$ cat config.mk
export PLATFORM = sky130hd
export DESIGN_NAME = swr_rom_layer
export DESIGN_NICKNAME = d
export VERILOG_FILES = /design/src/rtl/swr_pkg.sv /design/src/rtl/swr_sync.sv /design/src/rtl/swr_timer.sv /design/src/rtl/swr_rom_layer.sv
export VERILOG_INCLUDE_DIRS = /design/src /design/src/rtl
export SDC_FILE = /design/constraint.sdc
export NUM_CORES = 1
export LEC_CHECK = 0
export BUFFER_PORTS_ARGS = -buffer_cell sky130_fd_sc_hd__buf_2
export CAP_MARGIN = 20
export CORE_UTILIZATION = 51
export CTS_BUF_LIST = sky130_fd_sc_hd__clkbuf_8 sky130_fd_sc_hd__clkbuf_16
export CTS_CLUSTER_SIZE = 8
export DETAILED_ROUTE_END_ITERATION = 16
export PLACE_DENSITY = 0.78
export SETUP_SLACK_MARGIN = 0.02
export SLEW_MARGIN = 15
export SYNTH_ARGS = -nofsm -noshare
export SYNTH_HDL_FRONTEND = slang
export SYNTH_SLANG_ARGS = --single-unit
export TNS_END_PERCENT = 20
$ cat constraint.sdc
create_clock -name i_clk -period 2.74 [get_ports i_clk]
set_input_delay 0 -clock i_clk [delete_from_list [all_inputs] [get_ports i_clk]]
set_output_delay 0 -clock i_clk [all_outputs]
set_load 0.03 [all_outputs]
$ cat src/rtl/swr_params.svh
// constants of the single-wire slave rom layer: timings, command codes, reset values
`ifndef SWR_PARAMS_SVH
`define SWR_PARAMS_SVH

// ==========================================================
// clock and speeds
`define SWR_CLK_PERIOD_NS 5
`define SWR_RATE_STD_BPS 9090
`define SWR_RATE_FAST_BPS 62500
`define SWR_CYC_MIN(t) (((t) + `SWR_CLK_PERIOD_NS - 1) / `SWR_CLK_PERIOD_NS)

// ==========================================================
// slot timing, standard then fast
`define SWR_T_SAMPLE_STD_NS 30000
`define SWR_T_SAMPLE_FAST_NS 3000
`define SWR_T_HOLD0_STD_NS 30000
`define SWR_T_HOLD0_FAST_NS 3000
`define SWR_T_RST_STD_NS 120000
`define SWR_T_RST_FAST_NS 16000
`define SWR_T_RST_LONG_NS 480000
`define SWR_T_PWAIT_STD_NS 30000
`define SWR_T_PWAIT_FAST_NS 3000
`define SWR_T_PRES_STD_NS 120000
`define SWR_T_PRES_FAST_NS 12000
`define SWR_TMR_W 18

// ==========================================================
// selection commands, sizes and reset values
`define SWR_CMD_SEARCH 8'hF0
`define SWR_CMD_READ 8'h33
`define SWR_CMD_MATCH 8'h55
`define SWR_CMD_SKIP 8'hCC
`define SWR_CMD_RESUME 8'hA5
`define SWR_CMD_FAST_SKIP 8'h3C
`define SWR_CMD_FAST_MATCH 8'h69
`define SWR_CMD_BITS 8
`define SWR_ID_BITS 64
`define SWR_RST_FAST 1'b0
`define SWR_RST_RESUME 1'b0

`endif

$ cat src/rtl/swr_pkg.sv
// types of the single-wire slave rom layer
package swr_pkg;

	typedef enum logic [1:0] {
		L_IDLE = 2'b00,
		L_SLOT = 2'b01,
		L_PWAIT = 2'b10,
		L_PDRV = 2'b11
	} swr_link_st_t;

	typedef enum logic [3:0] {
		P_WAIT = 4'b0000,
		P_CMD = 4'b0001,
		P_READ = 4'b0010,
		P_MATCH = 4'b0011,
		P_SRCH_T = 4'b0100,
		P_SRCH_C = 4'b0101,
		P_SRCH_W = 4'b0110,
		P_FUNC = 4'b0111,
		P_DEAD = 4'b1000
	} swr_proto_st_t;

	typedef struct packed {
		logic valid;
		logic data;
	} swr_bit_t;

	typedef struct packed {
		logic rst;
		logic long_rst;
		logic valid;
		logic data;
	} swr_evt_t;

endpackage : swr_pkg

$ cat src/rtl/swr_sync.sv
// two-flop synchroniser for the line input
`timescale 1ns/1ps
`default_nettype none

module swr_sync #(
	parameter logic RST_VAL = 1'b1
) (
	input wire logic i_clk,
	input wire logic i_rst_n,
	input wire logic i_d,
	output logic o_q
);

	logic meta_r;

	always_ff @(posedge i_clk or negedge i_rst_n) begin
		if (!i_rst_n) begin
			meta_r <= RST_VAL;
			o_q <= RST_VAL;
		end else begin
			meta_r <= i_d;
			o_q <= meta_r;
		end
	end

endmodule : swr_sync

`default_nettype wire

$ cat src/rtl/swr_timer.sv
// saturating cycle counter restarted by a clear pulse
`timescale 1ns/1ps
`default_nettype none

module swr_timer #(
	parameter int W = 18
) (
	input wire logic i_clk,
	input wire logic i_rst_n,
	input wire logic i_clr,
	output logic [W-1:0] o_cnt
);

	always_ff @(posedge i_clk or negedge i_rst_n) begin
		if (!i_rst_n) begin
			o_cnt <= '0;
		end else if (i_clr) begin
			o_cnt <= '0;
		end else if (o_cnt != {W{1'b1}}) begin
			o_cnt <= o_cnt + 1'b1;
		end
	end

endmodule : swr_timer

`default_nettype wire

$ cat src/rtl/swr_rom_layer.sv
// slave rom layer of a single-wire open-drain bus: slot timing and selection commands
//
// Overview of operation
// - line is only pulled low via open-drain enable, otherwise released
// - two speeds: standard and fast, each with its own timing set
// - order: reset, one selection command, function command, data
// - reset pulse from master is answered by a device presence pulse
// - master makes every falling edge except the presence pulse
// - fast flag switches all waveform timings to the fast set except the long reset time
// - each slot carries exactly one bit, written or read
// - slot timer starts at the falling edge; sets sample and hold
// - returning zero, device pulls low at once, released by its timer
// - returning one, device never pulls the line low
// - selection commands are one byte of write slots after presence
// - seven selection commands decoded; search is F0
// - 33 returns the identity; 55 selects on matching identity
// - CC selects without addressing
// - A5 selects only when the resume flag is set
// - 3C sets fast speed for all; 69 for the matching device
// - after selection, control passes to the function command layer
// - resume flag set by match, search, fast match; cleared by read, skip, fast skip and failed match or search
// - a reset low for the long time returns to standard speed
// - search: send bit, complement, read choice; drop on mismatch
// - match compares 64 bits; on mismatch waits for next reset
`timescale 1ns/1ps
`default_nettype none
`include "swr_params.svh"

module swr_rom_layer #(
	parameter int unsigned SMP_STD = `SWR_CYC_MIN(`SWR_T_SAMPLE_STD_NS),
	parameter int unsigned SMP_FAST = `SWR_CYC_MIN(`SWR_T_SAMPLE_FAST_NS),
	parameter int unsigned HOLD_STD = `SWR_CYC_MIN(`SWR_T_HOLD0_STD_NS),
	parameter int unsigned HOLD_FAST = `SWR_CYC_MIN(`SWR_T_HOLD0_FAST_NS),
	parameter int unsigned RST_STD = `SWR_CYC_MIN(`SWR_T_RST_STD_NS),
	parameter int unsigned RST_FAST = `SWR_CYC_MIN(`SWR_T_RST_FAST_NS),
	parameter int unsigned RST_LONG = `SWR_CYC_MIN(`SWR_T_RST_LONG_NS),
	parameter int unsigned PWAIT_STD = `SWR_CYC_MIN(`SWR_T_PWAIT_STD_NS),
	parameter int unsigned PWAIT_FAST = `SWR_CYC_MIN(`SWR_T_PWAIT_FAST_NS),
	parameter int unsigned PRES_STD = `SWR_CYC_MIN(`SWR_T_PRES_STD_NS),
	parameter int unsigned PRES_FAST = `SWR_CYC_MIN(`SWR_T_PRES_FAST_NS)
) (
	input wire logic i_clk,
	input wire logic i_rst_n,
	input wire logic i_line_i,
	output logic o_line_o,
	output logic o_line_oe,
	input wire logic [`SWR_ID_BITS-1:0] i_rom_id,
	input wire logic i_fn_tx_en,
	input wire logic i_fn_tx_bit,
	input wire logic i_fn_release,
	output logic o_fn_active,
	output swr_pkg::swr_bit_t o_fn_rx,
	output logic o_fast_speed,
	output logic o_resume_flag
);

	localparam int CW = `SWR_TMR_W;
	localparam int BW = $clog2(`SWR_ID_BITS);

	// ==========================================================
	// line input and slot timer
	logic line_s;
	logic line_q;
	logic fall;
	logic tmr_clr;
	logic [CW-1:0] cnt;

	swr_sync #(
		.RST_VAL(1'b1)
	) u_sync (
		.i_clk(i_clk),
		.i_rst_n(i_rst_n),
		.i_d(i_line_i),
		.o_q(line_s)
	);

	swr_timer #(
		.W(CW)
	) u_timer (
		.i_clk(i_clk),
		.i_rst_n(i_rst_n),
		.i_clr(tmr_clr),
		.o_cnt(cnt)
	);

	always_ff @(posedge i_clk or negedge i_rst_n) begin
		if (!i_rst_n) begin
			line_q <= 1'b1;
		end else begin
			line_q <= line_s;
		end
	end

	assign fall = line_q & ~line_s;

	// ==========================================================
	// timing set chosen by speed
	logic [CW-1:0] smp_c;
	logic [CW-1:0] hold_c;
	logic [CW-1:0] rst_c;
	logic [CW-1:0] pw_c;
	logic [CW-1:0] pres_c;
	logic [CW-1:0] long_c;

	always_comb begin
		smp_c = o_fast_speed ? CW'(SMP_FAST) : CW'(SMP_STD);
		hold_c = o_fast_speed ? CW'(HOLD_FAST) : CW'(HOLD_STD);
		rst_c = o_fast_speed ? CW'(RST_FAST) : CW'(RST_STD);
		pw_c = o_fast_speed ? CW'(PWAIT_FAST) : CW'(PWAIT_STD);
		pres_c = o_fast_speed ? CW'(PRES_FAST) : CW'(PRES_STD);
		long_c = CW'(RST_LONG);
	end

	// ==========================================================
	// link state machine
	swr_pkg::swr_link_st_t lst;
	swr_pkg::swr_proto_st_t pst;
	swr_pkg::swr_evt_t evt;
	logic drive0;
	logic slot_end;

	// slot closes only once sampled, line high and our pulldown off
	assign slot_end = (lst == swr_pkg::L_SLOT) && (cnt >= smp_c) && line_s && !o_line_oe;

	always_comb begin
		evt = '0;
		evt.valid = (lst == swr_pkg::L_SLOT) && (cnt == smp_c - 1'b1);
		evt.data = line_s;
		evt.rst = slot_end && (cnt > rst_c);
		evt.long_rst = slot_end && (cnt >= long_c);
	end

	always_comb begin
		tmr_clr = 1'b0;
		if (lst == swr_pkg::L_IDLE && fall) begin
			tmr_clr = 1'b1;
		end else if (evt.rst) begin
			tmr_clr = 1'b1;
		end else if (lst == swr_pkg::L_PWAIT && cnt == pw_c - 1'b1) begin
			tmr_clr = 1'b1;
		end
	end

	always_ff @(posedge i_clk or negedge i_rst_n) begin
		if (!i_rst_n) begin
			lst <= swr_pkg::L_IDLE;
		end else begin
			case (lst)
				swr_pkg::L_IDLE: begin
					if (fall) begin
						lst <= swr_pkg::L_SLOT;
					end
				end
				swr_pkg::L_SLOT: begin
					if (evt.rst) begin
						lst <= swr_pkg::L_PWAIT;
					end else if (slot_end) begin
						lst <= swr_pkg::L_IDLE;
					end
				end
				swr_pkg::L_PWAIT: begin
					if (cnt == pw_c - 1'b1) begin
						lst <= swr_pkg::L_PDRV;
					end
				end
				swr_pkg::L_PDRV: begin
					if (cnt == pres_c - 1'b1) begin
						lst <= swr_pkg::L_IDLE;
					end
				end
				default: begin
					lst <= swr_pkg::L_IDLE;
				end
			endcase
		end
	end

	// open-drain: data pin stays low, only the enable moves
	always_ff @(posedge i_clk or negedge i_rst_n) begin
		if (!i_rst_n) begin
			o_line_o <= 1'b0;
			o_line_oe <= 1'b0;
		end else begin
			o_line_o <= 1'b0;
			if (lst == swr_pkg::L_IDLE && fall) begin
				o_line_oe <= drive0;
			end else if (lst == swr_pkg::L_SLOT && cnt == hold_c - 1'b1) begin
				o_line_oe <= 1'b0;
			end else if (lst == swr_pkg::L_PWAIT && cnt == pw_c - 1'b1) begin
				o_line_oe <= 1'b1;
			end else if (lst == swr_pkg::L_PDRV && cnt == pres_c - 1'b1) begin
				o_line_oe <= 1'b0;
			end
		end
	end

	// ==========================================================
	// selection command layer
	logic [`SWR_CMD_BITS-1:0] cmd_sr;
	logic [`SWR_CMD_BITS-1:0] cmd_byte;
	logic [BW-1:0] bcnt;
	logic cmd_done;
	logic id_bit;
	logic last_bit;
	logic mism_r;
	logic fast_prev_r;
	logic fast_match_r;
	logic tx_en;
	logic tx_bit;

	assign cmd_byte = {evt.data, cmd_sr[`SWR_CMD_BITS-1:1]};
	assign cmd_done = evt.valid && pst == swr_pkg::P_CMD && bcnt == BW'(`SWR_CMD_BITS - 1);
	assign id_bit = i_rom_id[bcnt];
	assign last_bit = bcnt == BW'(`SWR_ID_BITS - 1);

	always_comb begin
		tx_en = 1'b0;
		tx_bit = 1'b1;
		case (pst)
			swr_pkg::P_READ, swr_pkg::P_SRCH_T: begin
				tx_en = 1'b1;
				tx_bit = id_bit;
			end
			swr_pkg::P_SRCH_C: begin
				tx_en = 1'b1;
				tx_bit = ~id_bit;
			end
			swr_pkg::P_FUNC: begin
				tx_en = i_fn_tx_en;
				tx_bit = i_fn_tx_bit;
			end
			default: begin
				tx_en = 1'b0;
			end
		endcase
	end

	assign drive0 = tx_en && !tx_bit;

	always_ff @(posedge i_clk or negedge i_rst_n) begin
		if (!i_rst_n) begin
			cmd_sr <= '0;
		end else if (evt.valid && pst == swr_pkg::P_CMD) begin
			cmd_sr <= cmd_byte;
		end
	end

	always_ff @(posedge i_clk or negedge i_rst_n) begin
		if (!i_rst_n) begin
			pst <= swr_pkg::P_WAIT;
			bcnt <= '0;
			mism_r <= 1'b0;
		end else if (evt.rst) begin
			pst <= swr_pkg::P_CMD;
			bcnt <= '0;
			mism_r <= 1'b0;
		end else if (pst == swr_pkg::P_FUNC && i_fn_release) begin
			pst <= swr_pkg::P_DEAD;
		end else if (evt.valid) begin
			case (pst)
				swr_pkg::P_CMD: begin
					bcnt <= bcnt + 1'b1;
					if (cmd_done) begin
						bcnt <= '0;
						case (cmd_byte)
							`SWR_CMD_READ: pst <= swr_pkg::P_READ;
							`SWR_CMD_MATCH: pst <= swr_pkg::P_MATCH;
							`SWR_CMD_FAST_MATCH: pst <= swr_pkg::P_MATCH;
							`SWR_CMD_SEARCH: pst <= swr_pkg::P_SRCH_T;
							`SWR_CMD_SKIP: pst <= swr_pkg::P_FUNC;
							`SWR_CMD_FAST_SKIP: pst <= swr_pkg::P_FUNC;
							`SWR_CMD_RESUME: begin
								pst <= o_resume_flag ? swr_pkg::P_FUNC : swr_pkg::P_DEAD;
							end
							default: pst <= swr_pkg::P_DEAD;
						endcase
					end
				end
				swr_pkg::P_READ: begin
					bcnt <= bcnt + 1'b1;
					if (last_bit) begin
						pst <= swr_pkg::P_FUNC;
					end
				end
				swr_pkg::P_MATCH: begin
					bcnt <= bcnt + 1'b1;
					if (evt.data != id_bit) begin
						mism_r <= 1'b1;
					end
					if (last_bit) begin
						pst <= (mism_r || evt.data != id_bit) ? swr_pkg::P_DEAD : swr_pkg::P_FUNC;
					end
				end
				swr_pkg::P_SRCH_T: pst <= swr_pkg::P_SRCH_C;
				swr_pkg::P_SRCH_C: pst <= swr_pkg::P_SRCH_W;
				swr_pkg::P_SRCH_W: begin
					bcnt <= bcnt + 1'b1;
					if (evt.data != id_bit) begin
						pst <= swr_pkg::P_DEAD;
					end else if (last_bit) begin
						pst <= swr_pkg::P_FUNC;
					end else begin
						pst <= swr_pkg::P_SRCH_T;
					end
				end
				default: pst <= pst;
			endcase
		end
	end

	// ==========================================================
	// speed and resume flags
	logic match_ok;
	logic match_end;

	assign match_end = evt.valid && pst == swr_pkg::P_MATCH && last_bit;
	assign match_ok = !mism_r && evt.data == id_bit;

	always_ff @(posedge i_clk or negedge i_rst_n) begin
		if (!i_rst_n) begin
			o_fast_speed <= `SWR_RST_FAST;
			fast_prev_r <= `SWR_RST_FAST;
			fast_match_r <= 1'b0;
		end else if (evt.long_rst) begin
			o_fast_speed <= 1'b0;
			fast_match_r <= 1'b0;
		end else if (evt.rst) begin
			fast_match_r <= 1'b0;
		end else if (cmd_done && cmd_byte == `SWR_CMD_FAST_SKIP) begin
			o_fast_speed <= 1'b1;
		end else if (cmd_done && cmd_byte == `SWR_CMD_FAST_MATCH) begin
			fast_prev_r <= o_fast_speed;
			fast_match_r <= 1'b1;
			o_fast_speed <= 1'b1;
		end else if (match_end && fast_match_r && !match_ok) begin
			// a device already fast stays fast after losing the match
			o_fast_speed <= fast_prev_r;
		end
	end

	always_ff @(posedge i_clk or negedge i_rst_n) begin
		if (!i_rst_n) begin
			o_resume_flag <= `SWR_RST_RESUME;
		end else if (match_end) begin
			o_resume_flag <= match_ok;
		end else if (evt.valid && pst == swr_pkg::P_SRCH_W) begin
			if (evt.data != id_bit) begin
				o_resume_flag <= 1'b0;
			end else if (last_bit) begin
				o_resume_flag <= 1'b1;
			end
		end else if (cmd_done && (cmd_byte == `SWR_CMD_SKIP || cmd_byte == `SWR_CMD_FAST_SKIP
				|| cmd_byte == `SWR_CMD_READ)) begin
			o_resume_flag <= 1'b0;
		end
	end

	// ==========================================================
	// hand-over to the function layer
	always_ff @(posedge i_clk or negedge i_rst_n) begin
		if (!i_rst_n) begin
			o_fn_active <= 1'b0;
			o_fn_rx <= '0;
		end else begin
			o_fn_rx.valid <= evt.valid && pst == swr_pkg::P_FUNC && !evt.rst;
			o_fn_rx.data <= evt.data;
			if (evt.rst) begin
				o_fn_active <= 1'b0;
			end else begin
				o_fn_active <= pst == swr_pkg::P_FUNC && !i_fn_release;
			end
		end
	end
endmodule : swr_rom_layer

`default_nettype wire

== Word-level counts from Yosys, hierarchy flattened ==
Index checks and enable logic that the tools add are counted.

* Input port bits: 70
* Word-level logic and storage cells: 184
* Memory bits (read-only): 0
* Register bits: 50
* Memories kept: 0
* Bits in writable memories: 0
* Output and inout port bits: 7
* Latch bits: 0

* Shifts and indexed selects: 0
* Eq/ne operators: 35
* Bitwise logic cells: 6
* $add $sub $neg: 4
* $mul: 0
* Reductions and logical operators: 59
* Div/mod/pow operators: 0
* Mux-type cells: 59
* Order comparisons: 4

{| class="wikitable"
|+ Operator list
! kind !! number
|-
| $eq A18 B18 Y1 || 2
|-
| $mux W18 || 2
|-
| $mux W4 || 9
|-
| $mux W15 || 2
|-
| $mux W1 || 28
|-
| $logic_and A1 B1 Y1 || 25
|-
| $eq A8 B8 Y1 const B || 3
|-
| $mux W6 || 4
|-
| $pmux W4 S6 || 1
|-
| $pmux W4 S5 || 1
|-
| $add A18 B1 Y18 const B || 1
|-
| $ge A18 B13 Y1 || 1
|-
| $ge A18 B17 Y1 const B || 1
|-
| $gt A18 B15 Y1 || 1
|-
| $ne A18 B18 Y1 const B || 1
|-
| $eq A4 B3 Y1 const B || 4
|-
| $eq A8 B6 Y1 const B || 2
|-
| $eq A8 B7 Y1 const B || 2
|-
| $sub A15 B1 Y16 const B || 1
|-
| $sub A13 B1 Y14 const B || 1
|-
| $mux W13 || 1
|-
| $mux W2 || 6
|-
| $ne A4 B4 Y1 const B || 3
|-
| $pmux W6 S2 || 1
|-
| other kinds (32) || 64
|}

== Longest topological paths before layout ==
* Word-level depth: 13
* Mapped depth: 11
* Gate-level depth less buffers: 9

== Hierarchy ==
A second synthesis with hierarchy kept.

* Cells, all modules: 420
* Area, all modules: 3870.0 um^2

{| class="wikitable"
|+ Modules (own cells, without submodules)
! module !! area an instance (um^2) !! cells each !! instances
|-
| swr_rom_layer || 2825.2 || 320 || 1
|-
| swr_timer || 992.2 || 98 || 1
|-
| swr_sync || 52.6 || 2 || 1
|}

== Least setup slack after synthesis ==
No wires, ideal clock.

* Path kind: register to register
* Start: reg o_fast_speed
* End: reg u_timer.o_cnt[13]
* Data required time: 2.621 ns
* Path slack: -0.077 ns
* Arrival time: 2.698 ns
* Stages on the path, launching flop included: 10
* Library setup time: 0.119 ns
* Path through: dfrtp_1 ha_1 and4bb_1 nand4_1 o21bai_1 a2111oi_4 o311ai_2 o21ai_2 buf_6 nor2_1

* Word-level cells in the longest chain between the ends: 9

{| class="wikitable"
|+ Ends and longest elaborated chain
! what !! RTL line !! source
|-
| start, declared || swr_rom_layer.sv:53 || <nowiki>output logic o_fast_speed,</nowiki>
|-
| start signal, assigned || swr_rom_layer.sv:321 || <nowiki>o_fast_speed <= `SWR_RST_FAST;</nowiki>
|-
| start signal, assigned || swr_rom_layer.sv:337 || <nowiki>o_fast_speed <= fast_prev_r;</nowiki>
|-
| branches (longest 6 deep; another with $sub A13 B1 Y14) || - ||
|-
| $mux W1 (*) || swr_rom_layer.sv:137 || <nowiki>end else if (evt.rst) begin</nowiki>
|-
| $mux W1 (*) || swr_rom_layer.sv:135 || <nowiki>if (lst == swr_pkg::L_IDLE && fall) begin</nowiki>
|-
| $mux W18 / $reduce_bool A2 Y1 (equally long branches) || - ||
|-
| end signal, assigned || swr_timer.sv:20 || <nowiki>o_cnt <= o_cnt + 1'b1;</nowiki>
|-
| end, declared || swr_timer.sv:11 || <nowiki>output logic [W-1:0] o_cnt</nowiki>
|}

Every way passes the cells marked *.
A chain may end at the register's enable or synchronous reset.

== Worst setup path in the final report ==
* Start: reg o_fast_speed
* End: reg pst[3]

* Word-level cells in the longest chain between the ends: 8

{| class="wikitable"
|+ Ends and longest elaborated chain
! what !! RTL line !! source
|-
| $mux W13 || swr_rom_layer.sv:106 || <nowiki>smp_c = o_fast_speed ? CW'(SMP_FAST) : CW'(SMP_STD);</nowiki>
|-
| $sub A13 B1 Y14 / $ge A18 B13 Y1 (equally long branches) || swr_rom_layer.sv:127, swr_rom_layer.sv:123 ||
|-
| $eq A18 B18 Y1 / $logic_and A1 B1 Y1 (equally long branches) || swr_rom_layer.sv:127, swr_rom_layer.sv:123 ||
|-
| $logic_and A1 B1 Y1 (on tied branches) || swr_rom_layer.sv:127, swr_rom_layer.sv:123 ||
|-
| $logic_and A1 B1 Y1 (on tied branches) || swr_rom_layer.sv:212, swr_rom_layer.sv:123 ||
|-
| $logic_and A1 B1 Y1 (on tied branches) || swr_rom_layer.sv:212, swr_rom_layer.sv:129 ||
|-
| $ne A4 B3 Y1 (no source line) (tied with other cells) || - ||
|-
| $reduce_and A5 Y1 (no source line) || - ||
|-
| end signal, assigned || swr_rom_layer.sv:250 || <nowiki>pst <= swr_pkg::P_WAIT;</nowiki>
|-
| end signal, assigned || swr_rom_layer.sv:254 || <nowiki>pst <= swr_pkg::P_CMD;</nowiki>
|-
| end signal, assigned || swr_rom_layer.sv:258 || <nowiki>pst <= swr_pkg::P_DEAD;</nowiki>
|-
| end, declared || swr_rom_layer.sv:117 || <nowiki>swr_pkg::swr_proto_st_t pst;</nowiki>
|}

Parallel ways exist; a longest one is shown, timed or not.

==> results.toml <==
[status]
outcome = "finished, final reports clean"

[setup_path]
crit_path_end_kind = "flop"
timing.critical_path.arrival_ns = 2.92
timing.critical_path.required_ns = 2.97
critical_path.startpoint = "o_fast_speed$_DFFE_PN0P_"
setup.worst_path.class = "flop to flop"
r2r_start = "o_fast_speed$_DFFE_PN0P_"
worst-r2r-setup-slack_ns = 0.05
ff2ff_path_depth = 8
reg_to_reg_endpoint = "pst[3]$_DFFE_PN0P_"
largest_fanout_on_the_critical_path = 7
start_kind = "flop"

[timing]
timing.fmax_ghz = 0.371
worst_margin_slew_ns = 0.667
timing_max_transition_violations_final = 0
finClkSkew_ns = 0.0165
totalNegativeSetupSlack_ns = 0
final-hold-violation-count = 0
finalSetupViolCount = 0
final.setup.worst_slack_ns = 0.0461
grt_setup_unrepaired = "true"
fin_crit_ns = 2.69
final.period_utilization_pct = 98.3
max-slew-margin-rel_pct = 55.5

[floorplan]
die_y_um = 89.1
ios = 77
core_um2 = 7290
row_count = 31
die-width_um = 89.1
initial_core_util_pct = 53.0
die_area_um2 = 7940

[global_route]
gr-usage-met3_pct = 5.91
groute.usage.overall_pct = 27.3
met1_usage_pct = 36.8
grt-ovfl-total = 0
most_used_layer_global_route = "met2"
grt_first_pass_wirelength_um = 16600
grt_use_met2_pct = 44.2
grt_pass1_vias = 3487
number_of_antenna_violations_at_the_first_check_in_global_routing = 0
pin_count_of_the_biggest_net_entering_global_routing = 29

[flow_run]
maxCapViolCount = 0

[yosys]
synth_largest_area_cell = "dfrtp_1"
syn_inst = 413
mappedNetlistArea_um2 = 3870
synth_warnings = 0
area_share_of_the_largest_cell_type_after_synthesis_pct = 29.8
flop_and_latch_count_out_of_synthesis = 49
post_synth_main_area_contributors = "dfrtp_1, mux4_2, nor2_1"
count_of_unique_library_cells_instantiated_by_yosys = 75
synth_seq_area_share_pct = 31.8
count_of_flip_flops_with_a_built_in_enable_after_synthesis = 0
synth_async_sr_flop_share_pct = 100
postSynth.topFlopCell = "dfrtp_1"
mappedNetlistNets = 493
syn_area_per_cell_um2 = 9.36

[placed_design]
dpl_worst_slack_ns = -0.00718
hpwlAfterDp_um = 7850
globalplace.congestion = 0.910
portBuffers = 75

[route]
route.detailed.drc = 0
ant_nets = 0
dr_total_vias = 3723
dr.pass1.iters = 5
via_per_inst = 6.09
drt-total-wl_um = 10600
drt_initial_violations = 282
wire_per_inst_um = 17.4

[clock_network]
worst_setup_hold_path_clk_slew_ns = 0.10
htree_num_levels = 2
cts_tree = "built"
cts-root-to-sink-buffers = 2
cts_root_buffer = "clkbuf_8"
clock_latency_ns = 0.32
clkSinkCount = 49
tritoncts.num_buffers = 5

[cells_and_area]
layout-drive-gt1-share_pct = 33.8
area_growth_pct = 25.0
final_net_count = 591
diodes = 0
final_core_utilization_pct = 66.3

[min_path]
holdCritPathClass = "primary input to flop"
hold_path_depth = 4
holdPathEnd = "o_line_oe$_DFFE_PN0P_"
hold_path_startpoint = "i_fn_tx_bit"

[power_and_ir_drop]
power_per_cell_area_nw_per_um2 = 370
power.ir.vdd_worst_mv = 0.367
power.static_leakage_nw = 2.05
logic make-up after synthesis:
| logic type | after synthesis | synth area share [%] |
|---|---|---|
| adders and majority gates | 10 | 3.24 |
| xor gates and xnor gates | 22 | 4.98 |
| muxes | 30 | 13.4 |
| AOI/OAI and AO/OA | 77 | 16.6 |
| other | 1 | 0.0970 |
| DFF | 49 | 31.8 |
| and+or+nand+nor | 186 | 25.2 |
| buffers and inverters | 38 | 4.66 |
cell type report:
type / count / area [um2]
clock buffers: 6 / 82.6
clock inverters: 2 / 17.5
fillers: 616 / 2460
inverters: 16 / 60.1
multi-input cells: 326 / 2590
flip-flops and latches: 49 / 1230
well taps: 99 / 124
repair buffers: 113 / 728
metal layers:
| layer | share of wire (%) | vias to the layer above |
|---|---|---|
| met4 | 1.7 | 0 |
| met5 | 0 | - |
| li1 | - | 1748 |
| met3 | 5.8 | 21 |
| met1 | 45 | 1810 |
| met2 | 48 | 144 |
cells in the mapped netlist, types with 4 or more instances:
cell / count
a21oi_1: 12
and3_1: 4
nor4_1: 7
ha_1: 10
xor2_1: 11
nor3_1: 10
and2_1: 6
nand4_1: 16
mux2i_1: 5
clkbuf_1: 13
nand2b_1: 5
nor2b_1: 8
xnor2_1: 11
mux2_2: 10
mux4_1: 5
nor4bb_1: 8
inv_1: 16
mux4_2: 10
o21bai_1: 4
dfrtp_1: 46
nand3_1: 13
o21ai_0: 11
nor2_1: 55
nand2_1: 35
power breakdown:
part           total (W)  switching (W)  internal [W]
logic           0.000438       0.000235      0.000203
clock network   0.000476       0.000266      0.000210
registers       0.000876      0.0000915      0.000784
total            0.00179       0.000592       0.00120
sequential cells by signal, summed over array words and instances, names as in the netlist, named ones only:
name           count
lst                1
u_sync.o_q         1
fast_prev_r        1
o_line_oe          1
u_timer.o_cnt     18
mism_r             1
o_fn_rx            2
o_fast_speed       1
bcnt               6
o_fn_active        1
pst                4
line_q             1
cmd_sr             7
u_sync.meta_r      1
o_resume_flag      1
fast_match_r       1
worst max-delay path, stage by stage, from the launching register on:
cell       delay (ns)
dfrtp_2          0.49
ha_4             0.30
and4bb_1         0.24
nand4_1          0.18
or3_4            0.43
a2111oi_4        0.21
o2bb2ai_2        0.09
or4_1            0.51
o21ai_1          0.16
through the flow:
stage | area, um2 | power (W) | cells | hold WS [ns]
5_1_grt | 4840 | 0.00188 | 611 | 0.170
4_1_cts | 4660 | 0.00177 | 604 | 0.124
2_1_floorplan | 3870 | 0.00112 | 413 | -0.296
6_report | 4840 | 0.00179 | 611 | 0.138
3_5_place_dp | 4480 | 0.00129 | 593 | 0.0601
3_3_place_gp | 4480 | 0.00128 | 593 | 0.0601
worst max path at each step:
stage,to
finish,pst[3]$_DFFE_PN0P_
global placement,u_timer.o_cnt[16]$_DFFE_PN0P_
CTS,pst[1]$_DFFE_PN0P_
floorplan,u_timer.o_cnt[13]$_DFFE_PN0P_
detailed placement,fast_prev_r$_DFFE_PN0P_
global route,o_fast_speed$_DFFE_PN0P_
timing repair:
action	in CTS	in global routing
gates cloned	0	2
endpoints found under the setup margin	11	41
setup buffers	0	5
hold buffers	3	0
pin swaps	1	8
endpoints found under the hold margin	28	0
gates resized for setup	5	17
layout by cell type, fill, tap and decap left out, types with 4 or more instances in the layout:
master / count
xnor2_1: 11
nor2_1: 54
buf_2: 75
mux2i_1: 5
o21ai_0: 11
dfrtp_1: 43
nor2b_1: 8
clkbuf_8: 6
nor4bb_1: 8
nand2b_1: 5
mux4_2: 11
buf_4: 31
a2111oi_4: 5
and2_1: 6
ha_1: 9
mux2_2: 10
xor2_1: 11
mux4_1: 4
nand2_1: 35
a21oi_1: 12
nor3_1: 9
nor4_1: 6
inv_1: 16
nand3_1: 13
nand4_1: 16
Note: power is estimated with default switching activity, not from simulation.
